## config.mk

```make
export PLATFORM = sky130hd
export DESIGN_NAME = sgc_regs
export DESIGN_NICKNAME = d
export VERILOG_FILES = /design/src/hdl/sgc_pkg.sv /design/src/hdl/sgc_strap_sync.sv /design/src/hdl/sgc_loop_filter.sv /design/src/hdl/sgc_regs.sv
export SDC_FILE = /design/constraint.sdc
export NUM_CORES = 1
export LEC_CHECK = 0
export BUFFER_PORTS_ARGS = -buffer_cell sky130_fd_sc_hd__buf_2
export CAP_MARGIN = 20
export CORE_ASPECT_RATIO = 0.75
export CORE_UTILIZATION = 42
export DETAILED_ROUTE_END_ITERATION = 8
export PLACE_DENSITY = 0.72
export SLEW_MARGIN = 20
export SYNTH_ARGS = -nofsm -noshare
export SYNTH_HDL_FRONTEND = slang
export SYNTH_SLANG_ARGS = --single-unit
export TNS_END_PERCENT = 50
```

## constraint.sdc

```tcl
create_clock -name clk -period 3.5 [get_ports clk]
set_input_delay 0.525 -clock clk [delete_from_list [all_inputs] [get_ports clk]]
set_output_delay 0.525 -clock clk [all_outputs]
set_load 0.01 [all_outputs]
```

## src/hdl/sgc_pkg.sv

```systemverilog
// constants, types and helpers for the switch global configuration registers
// Operation
// - offset 0x0a factory-test byte resets to 0x35; software leaves it alone
// - bits 7 and 1 of 0x0b select LED mode, reset from strap pins
// - error-drop set: loopback drops OAM and CRC, undersize, oversize frames
// - error-drop clear: loopback drops only OAM frames, loops all others
// - loop position: 00 copper, 10 port 2 MAC, x1 port 1 optical
// - upper loop bit resets to one, lower bit from its strap
// - bit 0 of 0x0b enables direct-forward tag mode, reset disabled
// - tag n uses its 2-bit field; tags 0-3 at 0x0c, 4-7 at 0x0d
// - reset maps tags 0,1 to 00 and tags 2,3 to 01
// - reset maps tags 4,5 to 10 and tags 6,7 to 11
package sgc_pkg;

  // ----------------------------------------
  // register indices, byte address is index times four
  // ----------------------------------------
  localparam int SGC_ADR_W = 8;
  localparam logic [5:0] SGC_IDX_FACTORY = 6'h0a;
  localparam logic [5:0] SGC_IDX_CTRL = 6'h0b;
  localparam logic [5:0] SGC_IDX_PMAP_LO = 6'h0c;
  localparam logic [5:0] SGC_IDX_PMAP_HI = 6'h0d;

  // ----------------------------------------
  // reset values
  // ----------------------------------------
  localparam logic [7:0] SGC_FACTORY_RST = 8'h35;
  localparam logic [7:0] SGC_PMAP_LO_RST = 8'h50;
  localparam logic [7:0] SGC_PMAP_HI_RST = 8'hfa;
  localparam logic SGC_LOOP_HI_RST = 1'h1;
  localparam logic SGC_RSV6_RST = 1'h0;
  localparam logic SGC_TEST_RST = 1'h0;
  localparam logic SGC_TAG_MODE_RST = 1'h0;

  // ----------------------------------------
  // control register bit positions
  // ----------------------------------------
  localparam int SGC_B_LED_HI = 7;
  localparam int SGC_B_RSV6 = 6;
  localparam int SGC_B_ERR_DROP = 5;
  localparam int SGC_B_TEST = 4;
  localparam int SGC_B_LOOP_HI = 3;
  localparam int SGC_B_LOOP_LO = 2;
  localparam int SGC_B_LED_LO = 1;
  localparam int SGC_B_TAG_MODE = 0;

  // ----------------------------------------
  // strap synchroniser depth
  // ----------------------------------------
  localparam int SGC_SYNC_STAGES = 3;

  typedef enum logic [2:0] {
    SGC_LOOP_COPPER = 3'h1,
    SGC_LOOP_MAC = 3'h2,
    SGC_LOOP_OPTICAL = 3'h4
  } sgc_loop_t;

  function automatic sgc_loop_t sgc_loop_decode(input logic hi, input logic lo);
    sgc_loop_t r;
    r = SGC_LOOP_COPPER;
    // low bit wins, high bit then ignored
    if (lo) begin
      r = SGC_LOOP_OPTICAL;
    end else if (hi) begin
      r = SGC_LOOP_MAC;
    end
    return r;
  endfunction

  function automatic logic [1:0] sgc_prio_lookup(input logic [15:0] map, input logic [2:0] tag);
    logic [1:0] r;
    r = map[{tag, 1'b0} +: 2];
    return r;
  endfunction

endpackage

```

## src/hdl/sgc_strap_sync.sv

```systemverilog
// three-stage strap synchroniser with agreement filter
`timescale 1ns/1ns
module sgc_strap_sync #(
  parameter int WIDTH = 4
) (
  input wire logic clk,
  input wire logic [WIDTH-1:0] pin,
  output logic [WIDTH-1:0] level
);
  import sgc_pkg::*;

  logic [WIDTH-1:0] s1_r;
  logic [WIDTH-1:0] s2_r;
  logic [WIDTH-1:0] s3_r;
  logic [WIDTH-1:0] level_r;
  logic [WIDTH-1:0] level_nxt;

  // ----------------------------------------
  // filter
  // ----------------------------------------
  // not reset on purpose: straps must be sampled while srst is held
  always_comb begin
    level_nxt = level_r;
    for (int i = 0; i < WIDTH; i++) begin
      if (s2_r[i] == s3_r[i]) begin
        level_nxt[i] = s3_r[i];
      end
    end
  end

  always_ff @(posedge clk) begin
    s1_r <= pin;
    s2_r <= s1_r;
    s3_r <= s2_r;
    level_r <= level_nxt;
  end

  assign level = level_r;

endmodule

```

## src/hdl/sgc_loop_filter.sv

```systemverilog
// per-frame loopback keep or drop verdict
`timescale 1ns/1ns
module sgc_loop_filter (
  input wire logic clk,
  input wire logic srst,
  input wire logic err_drop,
  input wire logic frame_done,
  input wire logic frame_oam,
  input wire logic frame_crc_err,
  input wire logic frame_undersize,
  input wire logic frame_oversize,
  output logic frame_loop,
  output logic frame_drop
);
  import sgc_pkg::*;

  logic loop_r;
  logic loop_nxt;
  logic drop_r;
  logic drop_nxt;
  logic bad;

  // ----------------------------------------
  // verdict
  // ----------------------------------------
  always_comb begin
    bad = frame_crc_err | frame_undersize | frame_oversize;
    loop_nxt = 1'b0;
    drop_nxt = 1'b0;
    if (frame_done) begin
      // errored frames dropped when error-drop set
      // only OAM dropped when error-drop clear
      drop_nxt = frame_oam | (err_drop & bad);
      loop_nxt = ~drop_nxt;
    end
  end

  always_ff @(posedge clk) begin
    if (srst) begin
      loop_r <= 1'b0;
      drop_r <= 1'b0;
    end else begin
      loop_r <= loop_nxt;
      drop_r <= drop_nxt;
    end
  end

  assign frame_loop = loop_r;
  assign frame_drop = drop_r;

endmodule

```

## src/hdl/sgc_regs.sv

```systemverilog
// global configuration register bank with wishbone slave and config outputs
`timescale 1ns/1ns
module sgc_regs (
  input wire logic clk,
  input wire logic srst,
  input wire logic wb_cyc_i,
  input wire logic wb_stb_i,
  input wire logic wb_we_i,
  input wire logic [sgc_pkg::SGC_ADR_W-1:0] wb_adr_i,
  input wire logic [3:0] wb_sel_i,
  input wire logic [31:0] wb_dat_i,
  output logic [31:0] wb_dat_o,
  output logic wb_ack_o,
  input wire logic led_style_hi_pin,
  input wire logic led_style_lo_pin,
  input wire logic loop_error_drop_strap,
  input wire logic loop_point_strap,
  input wire logic frame_done,
  input wire logic frame_oam,
  input wire logic frame_crc_err,
  input wire logic frame_undersize,
  input wire logic frame_oversize,
  output logic frame_loop,
  output logic frame_drop,
  input wire logic tag_valid,
  input wire logic [2:0] tag_value,
  output logic prio_valid,
  output logic [1:0] prio_value,
  output logic [1:0] led_style,
  output logic loop_error_drop,
  output sgc_pkg::sgc_loop_t loop_point,
  output logic test_mode,
  output logic direct_forward_tag_mode,
  output logic [7:0] factory_test
);
  import sgc_pkg::*;

  logic [3:0] strap_lvl;
  logic [7:0] factory_r;
  logic [7:0] factory_nxt;
  logic [7:0] ctrl_r;
  logic [7:0] ctrl_nxt;
  logic [7:0] pmap_lo_r;
  logic [7:0] pmap_lo_nxt;
  logic [7:0] pmap_hi_r;
  logic [7:0] pmap_hi_nxt;
  logic [7:0] ctrl_rst;
  logic ack_r;
  logic ack_nxt;
  logic [31:0] dat_r;
  logic [31:0] dat_nxt;
  logic [5:0] idx;
  logic wr;
  logic take;
  sgc_loop_t loop_r;
  sgc_loop_t loop_nxt;
  logic prio_valid_r;
  logic prio_valid_nxt;
  logic [1:0] prio_r;
  logic [1:0] prio_nxt;

  // ----------------------------------------
  // decode helpers
  // ----------------------------------------
  function automatic logic reg_hit(input logic [5:0] at, input logic [5:0] code);
    logic r;
    r = (at == code);
    return r;
  endfunction

  // ----------------------------------------
  // strap inputs
  // ----------------------------------------
  // levels matter only while srst is held; later pin changes are ignored
  sgc_strap_sync #(
    .WIDTH(4)
  ) u_sync (
    .clk(clk),
    .pin({led_style_hi_pin, led_style_lo_pin, loop_error_drop_strap, loop_point_strap}),
    .level(strap_lvl)
  );

  // ----------------------------------------
  // loopback frame verdict
  // ----------------------------------------
  // verdict for every frame; upstream decides whether loopback is active
  sgc_loop_filter u_filter (
    .clk(clk),
    .srst(srst),
    .err_drop(ctrl_r[SGC_B_ERR_DROP]),
    .frame_done(frame_done),
    .frame_oam(frame_oam),
    .frame_crc_err(frame_crc_err),
    .frame_undersize(frame_undersize),
    .frame_oversize(frame_oversize),
    .frame_loop(frame_loop),
    .frame_drop(frame_drop)
  );

  // ----------------------------------------
  // control reset image
  // ----------------------------------------
  // last edge in reset wins, so straps must be stable before release
  always_comb begin
    ctrl_rst = 8'h00;
    // led style taken from straps while reset held
    ctrl_rst[SGC_B_LED_HI] = strap_lvl[3];
    ctrl_rst[SGC_B_LED_LO] = strap_lvl[2];
    ctrl_rst[SGC_B_ERR_DROP] = strap_lvl[1];
    ctrl_rst[SGC_B_LOOP_HI] = SGC_LOOP_HI_RST;
    ctrl_rst[SGC_B_LOOP_LO] = strap_lvl[0];
    ctrl_rst[SGC_B_RSV6] = SGC_RSV6_RST;
    ctrl_rst[SGC_B_TEST] = SGC_TEST_RST;
    ctrl_rst[SGC_B_TAG_MODE] = SGC_TAG_MODE_RST;
  end

  // ----------------------------------------
  // wishbone slave
  // ----------------------------------------
  // one wait state; ack drops the cycle after it is given
  always_comb begin
    take = wb_cyc_i & wb_stb_i & ~ack_r;
    idx = wb_adr_i[SGC_ADR_W-1:2];
    // lane 0 carries the byte; other lanes are acked and ignored
    wr = take & wb_we_i & wb_sel_i[0];
  end

  // ----------------------------------------
  // bus answer
  // ----------------------------------------
  // registered, so the answer always comes one cycle after the take
  always_comb begin
    ack_nxt = take;
  end

  always_ff @(posedge clk) begin
    if (srst) begin
      ack_r <= 1'b0;
    end else begin
      ack_r <= ack_nxt;
    end
  end

  // ----------------------------------------
  // read data
  // ----------------------------------------
  // zero outside the answer cycle so stale data never shows on the bus
  always_comb begin
    dat_nxt = 32'h0000_0000;
    if (take & ~wb_we_i) begin
      unique case (idx)
        SGC_IDX_FACTORY: dat_nxt = {24'h00_0000, factory_r};
        SGC_IDX_CTRL: dat_nxt = {24'h00_0000, ctrl_r};
        SGC_IDX_PMAP_LO: dat_nxt = {24'h00_0000, pmap_lo_r};
        SGC_IDX_PMAP_HI: dat_nxt = {24'h00_0000, pmap_hi_r};
        default: dat_nxt = 32'h0000_0000;
      endcase
    end
  end

  always_ff @(posedge clk) begin
    if (srst) begin
      dat_r <= 32'h0000_0000;
    end else begin
      dat_r <= dat_nxt;
    end
  end

  // ----------------------------------------
  // factory-test byte
  // ----------------------------------------
  // plain storage; software is trusted to leave the reset value alone
  always_comb begin
    factory_nxt = factory_r;
    if (srst) begin
      factory_nxt = SGC_FACTORY_RST;
    end else if (wr && reg_hit(idx, SGC_IDX_FACTORY)) begin
      factory_nxt = wb_dat_i[7:0];
    end
  end

  always_ff @(posedge clk) begin
    factory_r <= factory_nxt;
  end

  // ----------------------------------------
  // led, loopback and tag-mode control
  // ----------------------------------------
  // reserved and test bits stored like the rest; software keeps them clear
  always_comb begin
    ctrl_nxt = ctrl_r;
    if (srst) begin
      ctrl_nxt = ctrl_rst;
    end else if (wr && reg_hit(idx, SGC_IDX_CTRL)) begin
      // new mode reaches the loop logic next cycle
      ctrl_nxt = wb_dat_i[7:0];
    end
  end

  always_ff @(posedge clk) begin
    ctrl_r <= ctrl_nxt;
  end

  // ----------------------------------------
  // priority map, tags 0 to 3
  // ----------------------------------------
  // a write replaces all four fields at once
  always_comb begin
    pmap_lo_nxt = pmap_lo_r;
    if (srst) begin
      pmap_lo_nxt = SGC_PMAP_LO_RST;
    end else if (wr && reg_hit(idx, SGC_IDX_PMAP_LO)) begin
      pmap_lo_nxt = wb_dat_i[7:0];
    end
  end

  always_ff @(posedge clk) begin
    pmap_lo_r <= pmap_lo_nxt;
  end

  // ----------------------------------------
  // priority map, tags 4 to 7
  // ----------------------------------------
  always_comb begin
    pmap_hi_nxt = pmap_hi_r;
    if (srst) begin
      pmap_hi_nxt = SGC_PMAP_HI_RST;
    end else if (wr && reg_hit(idx, SGC_IDX_PMAP_HI)) begin
      pmap_hi_nxt = wb_dat_i[7:0];
    end
  end

  always_ff @(posedge clk) begin
    pmap_hi_r <= pmap_hi_nxt;
  end

  // ----------------------------------------
  // loop position
  // ----------------------------------------
  // decoded from the next value so the position moves with the register
  always_comb begin
    loop_nxt = sgc_loop_decode(ctrl_nxt[SGC_B_LOOP_HI], ctrl_nxt[SGC_B_LOOP_LO]);
  end

  always_ff @(posedge clk) begin
    loop_r <= loop_nxt;
  end

  // ----------------------------------------
  // priority lookup
  // ----------------------------------------
  // one answer per tag, back to back allowed; nothing queued behind it
  always_comb begin
    prio_valid_nxt = tag_valid;
    prio_nxt = 2'h0;
    if (tag_valid) begin
      prio_nxt = sgc_prio_lookup({pmap_hi_r, pmap_lo_r}, tag_value);
    end
  end

  always_ff @(posedge clk) begin
    if (srst) begin
      prio_valid_r <= 1'b0;
      prio_r <= 2'h0;
    end else begin
      prio_valid_r <= prio_valid_nxt;
      prio_r <= prio_nxt;
    end
  end

  // ----------------------------------------
  // bus outputs
  // ----------------------------------------
  assign wb_ack_o = ack_r;
  assign wb_dat_o = dat_r;

  // ----------------------------------------
  // forwarding outputs
  // ----------------------------------------
  assign prio_valid = prio_valid_r;
  assign prio_value = prio_r;
  assign loop_point = loop_r;

  // ----------------------------------------
  // configuration outputs
  // ----------------------------------------
  // all register bits, so no glitch reaches the led or loop logic
  assign led_style = {ctrl_r[SGC_B_LED_HI], ctrl_r[SGC_B_LED_LO]};
  assign loop_error_drop = ctrl_r[SGC_B_ERR_DROP];
  // software must keep this low; only reported here
  assign test_mode = ctrl_r[SGC_B_TEST];
  assign direct_forward_tag_mode = ctrl_r[SGC_B_TAG_MODE];
  assign factory_test = factory_r;

endmodule

```

==> metrics.yaml, run 1 <==
synthFlopType: "dfxtp_1"
cts.sinks: 65
vias: 2063
status: "complete, no violations"
drc: 0
cts_root_buf: "clkbuf_8"
dp_hpwl_um: 4160
cp_num_buf_inv: 2
synth-async-reset-ratio_pct: 0
nNetsFinal: 381
syn_to_final_growth_pct: 18.93
ys_ff_latch: 65
ctsResizeCount: 0
slew_viol_final: 0
yosys_warnings: 0
power_frac_clock_pct: 47.2
grt_pass1_vias: 1918
vias_per_cell: 5.132
fp.coreArea_um2: 5976
initial_core_util_pct: 44.68
fp.dieW_um: 94.07
cts_setup_buffers: 0
cap_violations: 0
hold_viol: 0
setup_viol: 0
die-height_um: 71.05
drt_iter0_drc: 217
fillers: 560
power_density_nw_per_um2: 525.1
crit_path_end_kind: "flop"
period_needed_ns: 2.168
antenna_left: 0
yosysMostFrequentCell: "dfxtp_1"
slowest_stage: "or3b_1"
grt_start_max_net_pins: 26
grt.overflow.total: 0
gp_congestion: 0.7696
synth_cell_types: 33
cts_buffers: 9
setup_ws_ns: 1.332
rsz0062_at_grt: "no"
p_comb_share_pct: 5.9
routedWlPerCell_um: 14.89
setup_tns_ns: 0
power.leakage_nw: 1.273
netlist_area_um2: 2670
swShare_pct: 21.71
track_usage_pct: 19.49
hold_path.class: "input pin to flop"
critPathKind: "input pin to flop"
pre_cts_slack_ns: 0.9818
synthCells: 260
p_switching_mw: 0.3620
max_freq_mhz: 461.3
path_delay_family: "simple AND/OR/NAND/NOR gates"
post-route-period-util_pct: 61.93
slowest_delay_ns: 0.53
yosys.area.top_type: "dfxtp_1"
antenna_found_initial: 0
first_pass_iters: 4
htreeDepth: 3
cp_max_fo: 7
p_int_mw: 1.306
rows: 24
netlist_top_cells_count: "58 x dfxtp_1, 27 x nand3_1, 26 x buf_4"
max-vdd-ir-drop_mv: 0.3165
clk_pin_slew_ns: 0.07
cts_tree: "built"
wl_um: 5986
start_kind: "input pin"
cp.arrival_ns: 2.38
worstPathRequired_ns: 3.72
ios: 116
p_seq_share_pct: 46.9
layout-drive-gt1-share_pct: 29.01
synthTopCellsByArea: "dfxtp_1 43%, edfxtp_1 7.9%, buf_4 7.3%"
dieArea_um2: 6683
grt_pass1_wl_um: 9666
relSlewSlack_pct: 27.93
diodes: 0
hold_buffers: 0
synth_top_area_share_pct: 43.49
synth_edf_count: 7
portBuffers: 62
ys_seq_area_share_pct: 51.36
fin_skew_ns: 0.007653
syn_area_per_cell_um2: 10.27
tightestPinTransition_ns: 1.077
clk_latency_ns: 0.34
crit_chain: "buf_2 > or3b_1 > nor4_4 > buf_4 > nor3b_1 > or3_1"
ctsLongestPathBuffers: 2
-- cell families (layout without fill, tap and decap cells) --
kind of cell              after synthesis  count (layout)  share of synthesized area [%]
and+or+nand+nor                        77              77                          16.26
DFF                                    65              65                          51.36
AOI/OAI and AO/OA                      51              51                          11.43
buffers and inverters                  42              83                          10.17
muxes                                  19              19                          8.997
xor gates and xnor gates                5               5                          1.640
other                                   1              24                         0.1404
-- layout make-up --
type | count | area, µm² | area share [%]
Inverter | 2 | 7.507 | 0.2364
Multi-Input combinational cell | 176 | 1114 | 35.07
Clock buffer | 10 | 137.6 | 4.334
Timing Repair Buffer | 65 | 332.8 | 10.48
Clock inverter | 6 | 115.1 | 3.625
Tap cell | 78 | 97.59 | 3.073
Sequential cell | 65 | 1371 | 43.18
-- path summary, 6_finish.rpt --
path | start | endpoint | slack, ns | cells past startpoint
worst min register to register | u_sync.s1_r[0] | u_sync.s2_r[0] | 0.33 | 0
worst max register to register | wb_ack_o | loop_point[2] | 1.48 | 5
worst min-delay path | loop_error_drop_strap | u_sync.s1_r[1] | 0.28 | 1
worst max-delay path | wb_adr_i[7] | loop_point[2] | 1.33 | 6
-- stage by stage --
step                instance area [µm²]  util [%]  instances  power (mW)  hold slack (ns)
finish                             3176     53.14        402       1.668           0.2821
floorplan                          2756         -        283      0.8763           0.3096
CTS                                3176     53.14        402       1.682           0.2618
global placement                   2923     48.91        386      0.8942           0.3115
global route                       3176     53.14        402       1.729           0.2646
detailed placement                 2923     48.91        386      0.8966           0.3121
-- registers in the layout, indices dropped and copies added (netlist names), 4 cells and up --
register	cells
factory_test	8
u_sync.level	4
pmap_lo_r	8
ctrl_r	8
u_sync.s3_r	4
wb_dat_o	8
pmap_hi_r	8
u_sync.s2_r	4
u_sync.s1_r	4
-- power groups by stage --
| stage | clock, mW | sequential, mW | combinational (mW) |
|---|---|---|---|
| 2_1_floorplan | 0 | 0.801 | 0.0751 |
| 4_1_cts | 0.802 | 0.782 | 0.0980 |
| 3_5_place_dp | 0 | 0.799 | 0.0974 |
| 5_1_grt | 0.836 | 0.784 | 0.108 |
| 3_3_place_gp | 0 | 0.798 | 0.0958 |
| 6_report | 0.787 | 0.782 | 0.0984 |
-- cell usage in the layout (no fill, tap or decap), types with 4 or more instances in the layout --
| master | netlist | layout |
|---|---|---|
| buf_2 | 1 | 62 |
| dfxtp_1 | 58 | 58 |
| nand3_1 | 27 | 27 |
| conb_1 | 1 | 24 |
| o21ai_0 | 17 | 17 |
| a21oi_1 | 17 | 17 |
| a22oi_1 | 16 | 16 |
| mux2i_1 | 15 | 15 |
| nand2_1 | 14 | 14 |
| clkbuf_8 | 0 | 10 |
| nor2_1 | 9 | 9 |
| edfxtp_1 | 7 | 7 |
| xnor2_1 | 5 | 5 |
| and3_1 | 4 | 4 |
| mux4_2 | 4 | 4 |
| nor2_2 | 4 | 4 |
-- layer usage --
metal  wire [µm]  global-route usage [%]
met1        2648                   25.19
met2        2717                   29.60
met3         587                   8.387
met4          33                   5.812
met5           0                       0
Note: power is estimated with default switching activity, not from simulation.
==> run 2: changes to the inputs <==
ABC_AREA = 1   (was default)
clock period = 2 ns   (was 3.5 ns; I/O delays follow)
==> metrics.yaml, run 2 <==
synth-async-reset-ratio_pct: 0  # unchanged
synthFlopType: "dfxtp_1"
synthTopCellsByArea: "dfxtp_1 43%, nand2_1 8.4%, edfxtp_1 7.8%"
p_seq_share_pct: 51.1  # +4.2 points
layout-drive-gt1-share_pct: 23.34  # -5.7 points
routedWlPerCell_um: 12.44  # -16%
swShare_pct: 24.10  # +2.4 points
initial_core_util_pct: 44.81  # +0.13 points
wl_um: 6034  # +0.80%
clk_pin_slew_ns: 0.07  # about the same
syn_to_final_growth_pct: 19.01  # about the same
status: "complete, no violations"
critPathKind: "flop to flop"
vias_per_cell: 4.765  # -7.1%
hold_buffers: 0  # unchanged
drc: 0  # unchanged
yosys.area.top_type: "dfxtp_1"
drt_iter0_drc: 166  # -24%
die-height_um: 71.33  # +0.39%
tightestPinTransition_ns: 0.5358  # -0.5412 ns
crit_chain: "inv_1 > nand3_1 > nor2_4 > buf_4 > inv_1 > nor2_1 > o21ai_0 > nor2_1"
muxShareOfSynthArea_pct: 0  # -9.0 points
hold_path.class: "input pin to flop"
htreeDepth: 3  # unchanged
cts_root_buf: "clkbuf_8"
ys_seq_area_share_pct: 50.95  # -0.41 points
cp_max_fo: 6  # -1
cts_setup_buffers: 0  # unchanged
setup_tns_ns: 0  # unchanged
slew_viol_final: 0  # unchanged
cts.sinks: 65  # unchanged
antenna_left: 0  # unchanged
yosys_warnings: 0  # unchanged
synth_edf_count: 7  # unchanged
fillers: 595  # +6.3%
slowest_stage: "nor2_1"
syn_area_per_cell_um2: 8.082  # -21%
cap_violations: 0  # unchanged
finalPower_mw: 2.677  # +61%
p_switching_mw: 0.6452  # +78%
clk_latency_ns: 0.35  # about the same
final_common_cell: "buf_2"
power_density_nw_per_um2: 835.8  # +59%
track_usage_pct: 19.19  # -0.30 points
p_comb_share_pct: 7.0  # +1.1 points
yosys.area_share.simple_pct: 24.04  # +7.8 points
netlist_top_cells_count: "60 x nand2_1, 58 x dfxtp_1, 54 x nor2_1"
rows: 24  # unchanged
gp_congestion: 0.8571  # +11%
netlist_area_um2: 2691  # +0.80%
slowest_delay_ns: 0.32  # -0.21 ns
start_kind: "flop"
synth_fa_ha_area_share_pct: 0  # unchanged
p_int_mw: 2.032  # +56%
dieArea_um2: 6736  # +0.78%
cts_buffers: 9  # unchanged
dp_hpwl_um: 4547  # +9.3%
fin_skew_ns: 0.007010  # -0.0006422 ns
ys_ff_latch: 65  # unchanged
period_needed_ns: 1.487
diodes: 0  # unchanged
grt_start_max_net_pins: 18  # -31%
yosysMostFrequentCell: "nand2_1"
worstPathRequired_ns: 2.28  # -1.44 ns
mostFrequentLayoutCells: "62 x buf_2, 60 x nand2_1, 58 x dfxtp_1"
power_frac_clock_pct: 41.9  # -5.3 points
vias: 2311  # +12%
synthCells: 333  # +28%
grt_pass1_vias: 2026  # +5.6%
relSlewSlack_pct: 64.12  # +36 points
max_freq_mhz: 672.5
synthXorXnorAreaFrac_pct: 1.302  # -0.34 points
power.leakage_nw: 1.534  # +21%
grt_pass1_wl_um: 9418  # -2.6%
grt.overflow.total: 0  # unchanged
max-vdd-ir-drop_mv: 0.5106  # +61%
synth_top_family_by_area: "simple AND/OR/NAND/NOR gates"
fp.coreArea_um2: 6006  # +0.50%
rsz0062_at_grt: "no"
antenna_found_initial: 0  # unchanged
nNetsFinal: 464  # +22%
portBuffers: 62  # unchanged
ctsLongestPathBuffers: 2  # unchanged
ctsResizeCount: 0  # unchanged
ios: 116  # unchanged
cp.arrival_ns: 1.77  # -0.61 ns
synth_top_area_share_pct: 43.14  # -0.34 points
synth_cell_types: 26  # -21%
hold_viol: 0  # unchanged
crit_path_end_kind: "flop"
post-route-period-util_pct: 74.35
fp.dieW_um: 94.44  # +0.39%
first_pass_iters: 5  # +1
synth_compound_area_share_pct: 10.97  # -0.46 points
setup_viol: 0  # unchanged
cts_tree: "built"
[run 2: area by class of cell]
class | instances | area [µm²] | share of cell area [%]
clock inverters | 6 | 67.56 | 2.109
clock buffers | 10 | 137.6 | 4.297
inverters | 28 | 106.4 | 3.320
repair buffers | 68 | 355.3 | 11.09
multi-input cells | 230 | 1067 | 33.32
flip-flops and latches | 65 | 1371 | 42.81
well taps | 78 | 97.59 | 3.047
[run 2: metrics by stage]
step	setup WS (ns)	hold slack (ns)	cells	utilization (%)	area, µm²
floorplan	0.7289	0.3096	356	-	2778
global placement	0.4249	0.3107	469	49.92	2998
detailed placement	0.3959	0.3121	469	49.92	2998
CTS	0.5200	0.03442	485	53.33	3203
global route	0.3087	0.01820	485	53.33	3203
finish	0.5131	0.04385	485	53.33	3203
[run 2: cells by family after synthesis]
group	count (synthesis)
compound gates	55
xor+xnor	4
buf+inv	61
flops	65
other cells	1
simple gates	147
[run 2: path summary, 6_finish.rpt]
check	start	endpoint	slack, ns	cells after the start
worst max-delay path	wb_ack_o	factory_test[1]	0.51	8
worst min-delay path	led_style_hi_pin	u_sync.s1_r[3]	0.04	1
worst max register to register	wb_ack_o	factory_test[1]	0.51	8
worst min register to register	u_sync.s1_r[2]	u_sync.s2_r[2]	0.33	0
[run 2: routing by layer]
layer / vias up / track usage (%) / routed length [µm]
li1: 1156 / - / -
met1: 1037 / 25.45 / 2715
met2: 108 / 28.50 / 2674
met3: 10 / 8.068 / 571
met4: 0 / 5.641 / 72
met5: - / 0 / 0
[run 2: critical path: cells and delay by family (launching register included)]
kind / cells / cell delay, ns
simple gates: 4 / 0.68
flops: 1 / 0.31
buf+inv: 3 / 0.28
compound gates: 1 / 0.14
[run 2: power groups by stage]
stage	Combinational [mW]	Clock (mW)	Sequential (mW)
after floorplan	0.137	0	1.40
after global placement	0.182	0	1.40
after detailed placement	0.185	0	1.40
after CTS	0.186	1.14	1.37
after global routing	0.209	1.20	1.37
final	0.187	1.12	1.37
==> run 3: changes to the inputs <==
ABC_AREA = 0   (was 1)
clock period = 1.5 ns   (was 2 ns; I/O delays follow)
==> metrics.yaml, run 3 (synthesized netlist as in run 1, its figures left out) <==
slew_viol_final: 0  # unchanged
stdcell_area_um2: 3400  # +6.1%
fp.dieW_um: 94.07  # -0.39%
vias_per_cell: 5.116  # +7.4%
setup_viol: 1  # +1
diodes: 0  # unchanged
violations: "negative setup slack"
regArea_um2: 1373  # about the same
cts_tree: "built"
fin_skew_ns: 0.004602  # -0.002409 ns
critPathKind: "flop to flop"
grt_start_max_net_pins: 20  # +2
grtUsageMet2_pct: 30.33  # +1.8 points
portBuffers: 62  # unchanged
rsz0062_at_grt: "yes"
dp_cells: 412  # -12%
p_comb_share_pct: 8.2  # +1.2 points
power_frac_clock_pct: 38.5  # -3.4 points
hold_path.class: "input pin to flop"
cts_root_buf: "clkbuf_8"
post-route-period-util_pct: 100.3  # +26 points
p_switching_mw: 0.8533  # +32%
max_freq_mhz: 664.6  # -1.2%
max-vdd-ir-drop_mv: 0.6131  # +20%
nNetsFinal: 411  # -11%
p_int_mw: 2.572  # +27%
cp.arrival_ns: 1.74  # -0.03 ns
start_kind: "flop"
cts_buffers: 9  # unchanged
grtUsageMet3_pct: 6.344  # -1.7 points
swShare_pct: 24.91  # +0.81 points
period_needed_ns: 1.505  # +0.01778 ns
dp_hpwl_um: 4519  # -0.62%
drc: 0  # unchanged
cap_violations: 0  # unchanged
reg2reg_depth: 6  # -2
setup_ws_ns: -0.004681  # -0.5178 ns
rows: 24  # unchanged
cts_setup_buffers: 0  # unchanged
drt_iter0_drc: 223  # +34%
ctsLongestPathBuffers: 2  # unchanged
first_pass_iters: 4  # -1
mostFrequentLayoutCells: "62 x buf_2, 57 x dfxtp_1, 27 x nand3_1"
clk_latency_ns: 0.34  # about the same
antenna_left: 0  # unchanged
die-height_um: 71.05  # -0.39%
final_common_cell: "buf_2"
crit_path_end_kind: "flop"
dieArea_um2: 6683  # -0.78%
grt_pass1_vias: 2039  # +0.64%
instances_no_fill: 432  # -11%
status: "finished, violations left"
track_usage_pct: 19.83  # +0.65 points
routedWlPerCell_um: 14.79  # +19%
grt-busiest-layer: "met2"
hold_viol: 0  # unchanged
vias: 2210  # -4.4%
grt_pass1_wl_um: 9825  # +4.3%
syn_to_final_growth_pct: 27.32
ios: 116  # unchanged
layout-drive-gt1-share_pct: 35.59  # +12 points
gp_congestion: 0.8252  # -3.7%
grt.overflow.total: 0  # unchanged
htreeDepth: 3  # unchanged
power.leakage_nw: 1.394  # -9.1%
worstPathRequired_ns: 1.74  # -0.54 ns
wl_um: 6390  # +5.9%
initial_core_util_pct: 44.68  # -0.13 points
fillers: 528  # -11%
power_density_nw_per_um2: 1008  # +21%
cts.sinks: 65  # unchanged
p_seq_share_pct: 53.3  # +2.2 points
grt_util_met1_pct: 26.19  # +0.74 points
antenna_found_initial: 0  # unchanged
multi_input_area_um2: 1140  # +6.8%
cp_max_fo: 4  # -2
fp.coreArea_um2: 5976  # -0.50%
clk_pin_slew_ns: 0.07  # about the same
place_area_um2: 3158  # +5.3%
worstHoldPathCells: 3  # +2
finalPower_mw: 3.425  # +28%
run 3: power by group through the flow:
stage	Clock (mW)	Sequential (mW)	Combinational [mW]
finish	1.32	1.83	0.281
detailed placement	0	1.87	0.264
global route	1.44	1.83	0.304
CTS	1.35	1.83	0.278
global placement	0	1.86	0.262
floorplan	0	1.87	0.178
run 3: layer usage:
| metal | vias to the layer above | part of all wire, % |
|---|---|---|
| met5 | - | 0 |
| met4 | 0 | 1.5 |
| met3 | 9 | 10 |
| met2 | 114 | 45 |
| met1 | 1035 | 43 |
| li1 | 1052 | - |
run 3: worst paths after layout:
check            startpoint         endpoint  slack (ns)
max                wb_ack_o  factory_test[7]      -0.005
max reg2reg        wb_ack_o  factory_test[7]      -0.005
min reg2reg  u_sync.s1_r[1]   u_sync.s2_r[1]        0.33
min               tag_valid       prio_valid        0.11
run 3: layout make-up:
cell class | count | area share (%)
clock buffers | 10 | 4.049
clock inverters | 6 | 1.288
inverters | 2 | 0.2208
multi-input cells | 176 | 33.53
flip-flops and latches | 65 | 40.38
well taps | 78 | 2.871
repair buffers | 95 | 17.67
run 3: critical path, stage by stage (launching register included):
cell      delay [ns]
dfxtp_2         0.32
nand3b_1        0.23
buf_6           0.18
nor4_4          0.21
buf_4           0.20
mux2i_1         0.23
nor2_2          0.04
run 3: what timing repair did:
item	CTS	global route
hold endpoints to repair	4	0
pin swaps	2	1
hold buffers	4	0
resized for setup	4	10
setup endpoints to repair	33	26
run 3: through the flow:
step	hold slack, ns	utilization [%]	TNS [ns]	worst slack (ns)
floorplan	0.2527	-	-2.620	-0.1645
global placement	0.3105	52.85	-7.483	-0.2442
detailed placement	0.3153	52.85	-7.737	-0.2882
CTS	0.09974	56.76	-0.009352	-0.007612
global route	0.1192	56.89	-0.9400	-0.09020
finish	0.1100	56.89	-0.004681	-0.004681
